==> config.mk <==
export PLATFORM = sky130hd
export DESIGN_NAME = uart_flow_ctrl_and_interrupts
export DESIGN_NICKNAME = d
export VERILOG_FILES = /design/src/uart_pkg.sv /design/src/uart_flow_ctrl_and_interrupts.sv
export VERILOG_INCLUDE_DIRS = /design/src
export SDC_FILE = /design/constraint.sdc
export NUM_CORES = 1
export LEC_CHECK = 0
export BUFFER_PORTS_ARGS = -buffer_cell sky130_fd_sc_hd__buf_2
export CORE_MARGIN = 10
export CORE_UTILIZATION = 50
export DETAILED_ROUTE_END_ITERATION = 10
export PLACE_DENSITY = 0.66
export SLEW_MARGIN = 0
export SYNTH_ARGS = -nofsm -noshare
export SYNTH_HDL_FRONTEND = slang
export SYNTH_SLANG_ARGS = --single-unit
==> constraint.sdc <==
create_clock -name clk -period 3.1 [get_ports clk]
set_input_delay 0.62 -clock clk [delete_from_list [all_inputs] [get_ports clk]]
set_output_delay 0.62 -clock clk [all_outputs]
set_load 0.005 [all_outputs]
==> src/uart_cfg.svh <==
// Offsets, field positions, reset values and timing counts of the UART.
// Assumes an 8-bit register port with a 4-bit word address.
`ifndef UART_CFG_SVH
`define UART_CFG_SVH
// Register addresses
`define A_DATA 4'h0
`define A_STAT0 4'h1
`define A_CTRL0 4'h2
`define A_CTRL1 4'h3
`define A_BRG_LO 4'h4
`define A_BRG_HI 4'h5
`define A_INT 4'h6
`define A_MASK 4'h7
`define A_ADDR 4'h8
`define A_STAT1 4'h9
// Control 0 bits
`define C0_TXEN 0
`define C0_RXEN 1
`define C0_CTS_FLOW_ENABLE 2
`define C0_PEN 3
`define C0_PODD 4
`define C0_STOP2 5
`define C0_MDE 6
`define C0_RXIDIS 7
// Control 1 fields
`define C1_SEL_LO 0
`define C1_SEL_HI 1
`define C1_NINTH 2
// Interrupt status bits
`define I_RXD 0
`define I_BRK 1
`define I_OVR 2
`define I_FE 3
`define I_TX 4
// Reset values and the last data-bit index
`define CTRL0_RST 8'h00
`define CTRL1_RST 8'h00
`define BRG_RST 16'h00AE
`define MASK_RST 8'h00
`define ADDR_RST 8'h00
`define DATA_BITS 4'h7
`endif

==> src/uart_pkg.sv <==
// Types of the UART transmitter and receiver sequencers.
// Assumes nothing beyond a SystemVerilog compiler.
package uart_pkg;
	typedef enum logic [4:0] {
		S_IDLE = 5'h01,
		S_START = 5'h02,
		S_DATA = 5'h04,
		S_NINTH = 5'h08,
		S_STOP = 5'h10
	} seq_state_t;
endpackage : uart_pkg

==> src/uart_flow_ctrl_and_interrupts.sv <==
// UART with clear-to-send flow control, 9-bit multidrop framing,
// transmit and receive interrupts and overrun protection.
// Assumes a synchronous register port and asynchronous rxd/cts_n pins.
//
// Implementation choices: the address map and the address-and-strobe port.
`timescale 1ns/1ps
`include "uart_cfg.svh"
module uart_flow_ctrl_and_interrupts (
	// Clock and reset
	input wire logic clk,
	input wire logic arst_n,
	// Register port
	input wire logic [3:0] addr,
	input wire logic [7:0] wdata,
	input wire logic wr,
	input wire logic rd,
	output logic [7:0] rdata,
	// Serial pins
	input wire logic rxd,
	input wire logic cts_n,
	output logic txd,
	// Interrupt
	output logic irq
);
	// ==========================================================
	// Registers and synchronisers
	logic [7:0] ctrl0, ctrl1, mask, match_addr, int_st;
	logic [15:0] brg;
	logic [1:0] rx_sync, cts_sync;
	logic rx_s, rx_prev, cts_s;
	logic wr_tx, rd_rx;
	logic [4:0] ev;

	assign wr_tx = wr && addr == `A_DATA;
	assign rd_rx = rd && addr == `A_DATA;
	assign rx_s = rx_sync[1];
	assign cts_s = cts_sync[1];

	always_ff @(posedge clk or negedge arst_n) begin
		if (!arst_n) begin
			rx_sync <= 2'h3;
			cts_sync <= 2'h3;
			rx_prev <= 1'b1;
		end else begin
			rx_sync <= {rx_sync[0], rxd};
			cts_sync <= {cts_sync[0], cts_n};
			rx_prev <= rx_s;
		end
	end

	always_ff @(posedge clk or negedge arst_n) begin
		if (!arst_n) begin
			ctrl0 <= `CTRL0_RST;
			ctrl1 <= `CTRL1_RST;
			brg <= `BRG_RST;
			mask <= `MASK_RST;
			match_addr <= `ADDR_RST;
		end else if (wr) begin
			case (addr)
				`A_CTRL0: ctrl0 <= wdata;
				`A_CTRL1: ctrl1 <= wdata;
				`A_BRG_LO: brg[7:0] <= wdata;
				`A_BRG_HI: brg[15:8] <= wdata;
				`A_MASK: mask <= wdata;
				`A_ADDR: match_addr <= wdata;
				default: ;
			endcase
		end
	end

	// Bit period never below two clocks; at that minimum the half-bit count is zero
	logic [15:0] period, half;
	logic ninth_en;
	assign period = (brg < 16'h0002) ? 16'h0001 : brg - 16'h0001;
	assign half = {1'b0, period[15:1]};
	assign ninth_en = ctrl0[`C0_PEN] | ctrl0[`C0_MDE];

	// ==========================================================
	// Transmitter
	uart_pkg::seq_state_t tx_state;
	logic [15:0] tx_cnt;
	logic [3:0] tx_bit;
	logic [7:0] tx_shift, hold;
	logic tx_ninth, hold_full, thr_empty, tx_tick, tx_go, thr_set;

	assign tx_tick = tx_cnt == 16'h0000;
	assign tx_go = tx_state == uart_pkg::S_IDLE && hold_full &&
		ctrl0[`C0_TXEN] && (!ctrl0[`C0_CTS_FLOW_ENABLE] || !cts_s);
	assign thr_set = tx_state == uart_pkg::S_START && tx_tick &&
		!hold_full && !wr_tx;

	always_ff @(posedge clk or negedge arst_n) begin
		if (!arst_n) begin
			tx_state <= uart_pkg::S_IDLE;
			tx_cnt <= 16'h0000;
			tx_bit <= 4'h0;
			tx_shift <= 8'h00;
			tx_ninth <= 1'b0;
			txd <= 1'b1;
		end else begin
			tx_cnt <= tx_tick ? period : tx_cnt - 16'h0001;
			case (tx_state)
				uart_pkg::S_IDLE: begin
					txd <= 1'b1;
					tx_cnt <= period;
					if (tx_go) begin
						tx_shift <= hold;
						tx_ninth <= ctrl0[`C0_MDE] ? ctrl1[`C1_NINTH] :
							^hold ^ ctrl0[`C0_PODD];
						txd <= 1'b0;
						tx_state <= uart_pkg::S_START;
					end
				end
				uart_pkg::S_START: if (tx_tick) begin
					txd <= tx_shift[0];
					tx_bit <= 4'h0;
					tx_state <= uart_pkg::S_DATA;
				end
				uart_pkg::S_DATA: if (tx_tick) begin
					tx_bit <= tx_bit + 4'h1;
					tx_shift <= {1'b0, tx_shift[7:1]};
					txd <= tx_shift[1];
					if (tx_bit == `DATA_BITS) begin
						txd <= ninth_en ? tx_ninth : 1'b1;
						tx_bit <= 4'h0;
						tx_state <= ninth_en ? uart_pkg::S_NINTH :
							uart_pkg::S_STOP;
					end
				end
				uart_pkg::S_NINTH: if (tx_tick) begin
					txd <= 1'b1;
					tx_state <= uart_pkg::S_STOP;
				end
				uart_pkg::S_STOP: if (tx_tick) begin
					// Clear-to-send is looked at only in idle, before the start bit
					if (ctrl0[`C0_STOP2] && tx_bit == 4'h0)
						tx_bit <= 4'h1;
					else
						tx_state <= uart_pkg::S_IDLE;
				end
				default: tx_state <= uart_pkg::S_IDLE;
			endcase
		end
	end

	// A write wins over the empty event: it refills the holding register
	always_ff @(posedge clk or negedge arst_n) begin
		if (!arst_n) begin
			hold <= 8'h00;
			hold_full <= 1'b0;
			thr_empty <= 1'b1;
		end else begin
			if (wr_tx) begin
				hold <= wdata;
				hold_full <= 1'b1;
				thr_empty <= 1'b0;
			end else begin
				if (tx_go)
					hold_full <= 1'b0;
				if (thr_set)
					thr_empty <= 1'b1;
			end
		end
	end

	// ==========================================================
	// Receiver
	uart_pkg::seq_state_t rx_state;
	logic [15:0] rx_cnt;
	logic [3:0] rx_bit;
	logic [7:0] rx_shift;
	logic rx_ninth, rx_tick, done, fe, brk, pe;

	assign rx_tick = rx_cnt == 16'h0000;
	assign done = rx_state == uart_pkg::S_STOP && rx_tick;
	assign fe = !rx_s;
	assign brk = !rx_s && rx_shift == 8'h00 && !(ninth_en && rx_ninth);
	assign pe = ctrl0[`C0_PEN] && !ctrl0[`C0_MDE] &&
		(rx_ninth != (^rx_shift ^ ctrl0[`C0_PODD]));

	always_ff @(posedge clk or negedge arst_n) begin
		if (!arst_n) begin
			rx_state <= uart_pkg::S_IDLE;
			rx_cnt <= 16'h0000;
			rx_bit <= 4'h0;
			rx_shift <= 8'h00;
			rx_ninth <= 1'b0;
		end else begin
			rx_cnt <= rx_tick ? period : rx_cnt - 16'h0001;
			case (rx_state)
				uart_pkg::S_IDLE: begin
					rx_cnt <= half;
					// Edge start keeps a held break from restarting frames
					if (ctrl0[`C0_RXEN] && rx_prev && !rx_s)
						rx_state <= uart_pkg::S_START;
				end
				uart_pkg::S_START: if (rx_tick) begin
					rx_bit <= 4'h0;
					rx_state <= rx_s ? uart_pkg::S_IDLE : uart_pkg::S_DATA;
				end
				uart_pkg::S_DATA: if (rx_tick) begin
					rx_shift <= {rx_s, rx_shift[7:1]};
					rx_bit <= rx_bit + 4'h1;
					rx_ninth <= 1'b0;
					if (rx_bit == `DATA_BITS)
						rx_state <= ninth_en ? uart_pkg::S_NINTH :
							uart_pkg::S_STOP;
				end
				uart_pkg::S_NINTH: if (rx_tick) begin
					rx_ninth <= rx_s;
					rx_state <= uart_pkg::S_STOP;
				end
				uart_pkg::S_STOP: if (rx_tick)
					rx_state <= uart_pkg::S_IDLE;
				default: rx_state <= uart_pkg::S_IDLE;
			endcase
		end
	end

	// ==========================================================
	// Receive holding, overrun and multidrop filter
	logic [7:0] rx_data, pend_data;
	logic rx_data_available_flag, st_ovr, st_brk, st_fe, st_pe, st_ninth;
	logic pend, pend_brk, pend_fe, pend_pe, pend_ninth, pend_want;
	logic last_match, is_addr, want, accept, show, to_pend;

	assign is_addr = ctrl0[`C0_MDE] && rx_ninth;
	always_comb begin
		want = 1'b1;
		if (ctrl0[`C0_MDE]) begin
			case (ctrl1[`C1_SEL_HI:`C1_SEL_LO])
				2'h0: want = 1'b1;
				2'h1: want = is_addr;
				2'h2: want = !is_addr && last_match;
				2'h3: want = is_addr ? rx_shift == match_addr : last_match;
				default: want = 1'b1;
			endcase
		end
	end
	assign show = rd_rx && pend;
	assign to_pend = done && ((rx_data_available_flag && !rd_rx) || show);
	assign accept = done && !to_pend;

	always_ff @(posedge clk or negedge arst_n) begin
		if (!arst_n) begin
			last_match <= 1'b0;
		end else if (done && is_addr) begin
			last_match <= rx_shift == match_addr;
		end
	end

	always_ff @(posedge clk or negedge arst_n) begin
		if (!arst_n) begin
			rx_data <= 8'h00;
			{rx_data_available_flag, st_ovr, st_brk, st_fe, st_pe, st_ninth} <= 6'h00;
			pend_data <= 8'h00;
			{pend, pend_brk, pend_fe, pend_pe, pend_ninth} <= 5'h00;
			pend_want <= 1'b0;
		end else begin
			if (rd_rx) begin
				{rx_data_available_flag, st_ovr, st_brk, st_fe, st_pe} <= 5'h00;
				if (pend) begin
					rx_data <= pend_data;
					st_ninth <= pend_ninth;
					rx_data_available_flag <= 1'b1;
					st_ovr <= 1'b1;
					st_brk <= pend_brk;
					st_fe <= pend_fe;
					st_pe <= pend_pe;
					pend <= 1'b0;
				end
			end
			// A second overrun while one is pending is dropped
			if (to_pend && (!pend || rd_rx)) begin
				pend <= 1'b1;
				pend_data <= rx_shift;
				pend_ninth <= rx_ninth;
				pend_brk <= brk;
				pend_fe <= fe;
				pend_pe <= pe;
				pend_want <= want;
			end
			if (accept) begin
				rx_data <= rx_shift;
				st_ninth <= rx_ninth;
				rx_data_available_flag <= 1'b1;
				st_brk <= brk;
				st_fe <= fe;
				st_pe <= pe;
			end
		end
	end

	// ==========================================================
	// Interrupt status; a new event wins over a write-one clear
	assign ev[`I_RXD] = !ctrl0[`C0_RXIDIS] &&
		((accept && want) || (show && pend_want));
	assign ev[`I_BRK] = (accept && brk) || (show && pend_brk);
	assign ev[`I_OVR] = show;
	assign ev[`I_FE] = (accept && fe) || (show && pend_fe);
	assign ev[`I_TX] = thr_set;

	always_ff @(posedge clk or negedge arst_n) begin
		if (!arst_n)
			int_st <= 8'h00;
		else if (wr && addr == `A_INT)
			int_st <= (int_st & ~wdata) | {3'h0, ev};
		else
			int_st <= int_st | {3'h0, ev};
	end

	assign irq = |(int_st & mask);

	// ==========================================================
	// Read port: data valid only in the cycle after the strobe
	always_ff @(posedge clk or negedge arst_n) begin
		if (!arst_n) begin
			rdata <= 8'h00;
		end else if (!rd) begin
			rdata <= 8'h00;
		end else begin
			case (addr)
				`A_DATA: rdata <= rx_data;
				`A_STAT0: rdata <= {rx_data_available_flag, st_pe, st_ovr, st_fe, st_brk,
					thr_empty, tx_state == uart_pkg::S_IDLE, !cts_s};
				`A_CTRL0: rdata <= ctrl0;
				`A_CTRL1: rdata <= ctrl1;
				`A_BRG_LO: rdata <= brg[7:0];
				`A_BRG_HI: rdata <= brg[15:8];
				`A_INT: rdata <= int_st;
				`A_MASK: rdata <= mask;
				`A_ADDR: rdata <= match_addr;
				`A_STAT1: rdata <= {7'h00, st_ninth};
				default: rdata <= 8'h00;
			endcase
		end
	end
endmodule : uart_flow_ctrl_and_interrupts

==> flow_metrics.env <==
export IMPL_crit_type="flip-flop to flip-flop"
export IMPL_fin_cells=1167
export IMPL_final_setup_tns_ns=0
export IMPL_syn_area_um2=9169
export IMPL_antennaDiodeCount=0
export IMPL_max_cap_viol_count=0
export IMPL_synth_top_cell_area_share_pct=44.49
export IMPL_synth_top_family_by_area="simple AND/OR/NAND/NOR gates"
export IMPL_clockBufferDepth=2
export IMPL_dieHeight_um=155.4
export IMPL_vias_per_cell=6.033
export IMPL_routabilityCongestion=0.9366
export IMPL_drt_total_wl_um=23330
export IMPL_fmax_mhz=394.7
export IMPL_grt_pass1_wl_um=37490
export IMPL_muxShareOfSynthArea_pct=10.66
export IMPL_start_kind="flip-flop"
export IMPL_post_cts_resized=0
export IMPL_initial_core_util_pct=50.87
export IMPL_dpl_cell_count=1135
export IMPL_cp_end_kind="flip-flop"
export IMPL_path_clk_slew_ns=0.07
export IMPL_rsz0062_at_grt="no"
export IMPL_io_buffers=27
export IMPL_worst_path_max_fanout=9
export IMPL_cp_required_ns=3.42
export IMPL_syn_nets=926
export IMPL_cp_top_family="simple AND/OR/NAND/NOR gates"
export IMPL_num_io_pins=28
export IMPL_ys_warn_count=0
export IMPL_ir_drop_v=0.0005587
export IMPL_hold_buffers=0
export IMPL_reg_top3="brg: 16 flops, rx_cnt: 16 flops, tx_cnt: 16 flops"
export IMPL_drt_pass1_iter_count=5
export IMPL_grt_usage_pct=19.54
export IMPL_cts_max_level=4
export IMPL_syn_inst=896
export IMPL_area_delta_synth_final_pct=11.44
export IMPL_die_width_um=155.4
export IMPL_drive_above_1_share_pct=18.76
export IMPL_ys_seq_area_share_pct=48.50
export IMPL_synth_adder_area_share_pct=1.638
export IMPL_ys_flop_type="dfrtp_1"
export IMPL_drv_slew=0
export IMPL_synth_seq_cells=177
export IMPL_core_um2=18020
export IMPL_via_count=7040
export IMPL_clock_latency_ns=0.44
export IMPL_fill_cells=1559
export IMPL_synth_area_leader_cell="dfrtp_1"
export IMPL_synth_compound_area_share_pct=14.45
export IMPL_r2r_setup_slack_ns=0.57
export IMPL_cts_made_buffers=17
export IMPL_dieArea_um2=24150
export IMPL_slowest_delay_ns=0.41
export IMPL_fin_skew_ns=0.01080
export IMPL_wl_per_cell_um=19.99
export IMPL_worstPathCellList="inv_1 -> ha_1 -> nor4b_1 -> nand4_1 -> nor2_1 -> a21oi_1 -> a221o_1"
export IMPL_synth_area_leaders="dfrtp_1, mux2_2, nand2_1"
export IMPL_clockRootBuffer="clkbuf_16"
export IMPL_critPathSlowestCell="dfrtp_1"
export IMPL_cts_setup_buffers=0
export IMPL_finalHoldViolCount=0
export IMPL_cts_sinks=177
export IMPL_drtIter0Drc=650
export IMPL_grt_max_degree=58
export IMPL_ant_nets=0
export IMPL_cts_tree="yes"
export IMPL_holdCritPathClass="input port to async pin"
export IMPL_hpwlAfterDp_um=16630
export IMPL_setup_viol=0
export IMPL_synth_common_cells="dfrtp_1, nand2_1, o21ai_0"
export IMPL_finalPower_w=0.008066
export IMPL_synth_edf_count=0
export IMPL_period_share_pct=81.72
export IMPL_nets=955
export IMPL_worstPathArrival_ns=2.85
export IMPL_power_density_nw_per_um2=789.4
export IMPL_synth_cell_types=72
export IMPL_tightest_slew_ns=0.7456
export IMPL_slew_headroom_pct=49.91
export IMPL_synthSimpleGateAreaFrac_pct=17.09
export IMPL_outcome="complete, no violations"
export IMPL_ys_async_sr_fraction_pct=100.0
export IMPL_syn_avg_cell_area_um2=10.23
export IMPL_rows=49
export IMPL_synth_xor_area_share_pct=4.831
export IMPL_drc=0
export IMPL_overflow=0
export IMPL_critPathBufInv=1
export IMPL_antenna_found_initial=0
export IMPL_min_period_ns=2.533
export IMPL_first_global_vias=6715
export IMPL_cellLeakagePower_nw=4.403
export IMPL_synth_most_common_cell="dfrtp_1"
## cells by family after synthesis
logic type                 count (synthesis)
AOI/OAI and AO/OA                        199
muxes                                     88
DFF                                      177
and+or+nand+nor                          308
xor gates and xnor gates                  49
adders and majority gates                 12
buffers and inverters                     63
## routing by layer
metal  GRT usage [%]  wire length, µm  vias to the layer above
met5               0                0                        -
met4           5.615              519                        0
met3           4.659             1337                       39
met2           29.98            10790                      239
met1           26.92            10680                     3432
li1                -                -                     3330
## per-stage QoR
step	instance area [µm²]	hold WS [ns]	worst slack (ns)	util (%)
6_report	10220	0.1460	0.5667	56.68
5_1_grt	10220	0.1928	0.3607	56.68
4_1_cts	10220	0.1813	0.5724	56.68
3_5_place_dp	9615	0.3488	0.3431	53.35
3_3_place_gp	9615	0.3460	0.4806	53.35
2_1_floorplan	9169	0.3244	0.7630	-
## power breakdown
part           total [W]  internal [W]  switching (W)
clock network    0.00223       0.00122        0.00101
logic            0.00243       0.00108        0.00134
registers        0.00341       0.00285       0.000563
total            0.00807       0.00515        0.00291
## cell type report
type | instances | area, µm² | share of cell area [%]
multi-input cells | 656 | 4466 | 43.71
flip-flops and latches | 177 | 4447 | 43.52
clock buffers | 18 | 429.2 | 4.200
repair buffers | 51 | 334.1 | 3.270
well taps | 229 | 286.5 | 2.804
clock inverters | 14 | 172.7 | 1.690
inverters | 22 | 82.58 | 0.8082
## cell usage in the layout (no fill, tap or decap), drive strengths merged, types with 5 or more instances in the layout
cell type,synthesis,layout
nand4,12,12
nor3,17,17
o31ai,9,9
clkbuf,31,18
and2,14,14
buf,10,51
nand3,30,30
o22ai,12,12
or4,7,7
nor4,12,12
inv,22,28
a31oi,12,12
dfstp,14,14
a221oi,5,5
nor3b,9,9
nand3b,9,9
ha,12,12
nand2,111,111
o21ai,73,73
mux2i,20,20
a22oi,5,5
nor2,48,48
dfrtp,163,163
xnor2,34,34
nor2b,5,5
a21o,8,8
a22o,5,5
and3,6,6
a21oi,26,26
a221o,9,9
or3,8,8
mux2,67,67
xor2,14,14
## final timing paths
kind | end | startpoint | cells past startpoint
worst max-delay path | rx_data[7] | rx_cnt[0] | 7
worst min-delay path | tx_state[1] | arst_n | 1
worst max register to register | rx_data[7] | rx_cnt[0] | 7
worst min register to register | rx_sync[1] | rx_sync[0] | 0
max in group asynchronous | rx_sync[0] | arst_n | 2
min in group clk | rx_sync[0] | rxd | 1
No activity file was read; power rests on OpenSTA's default activity.
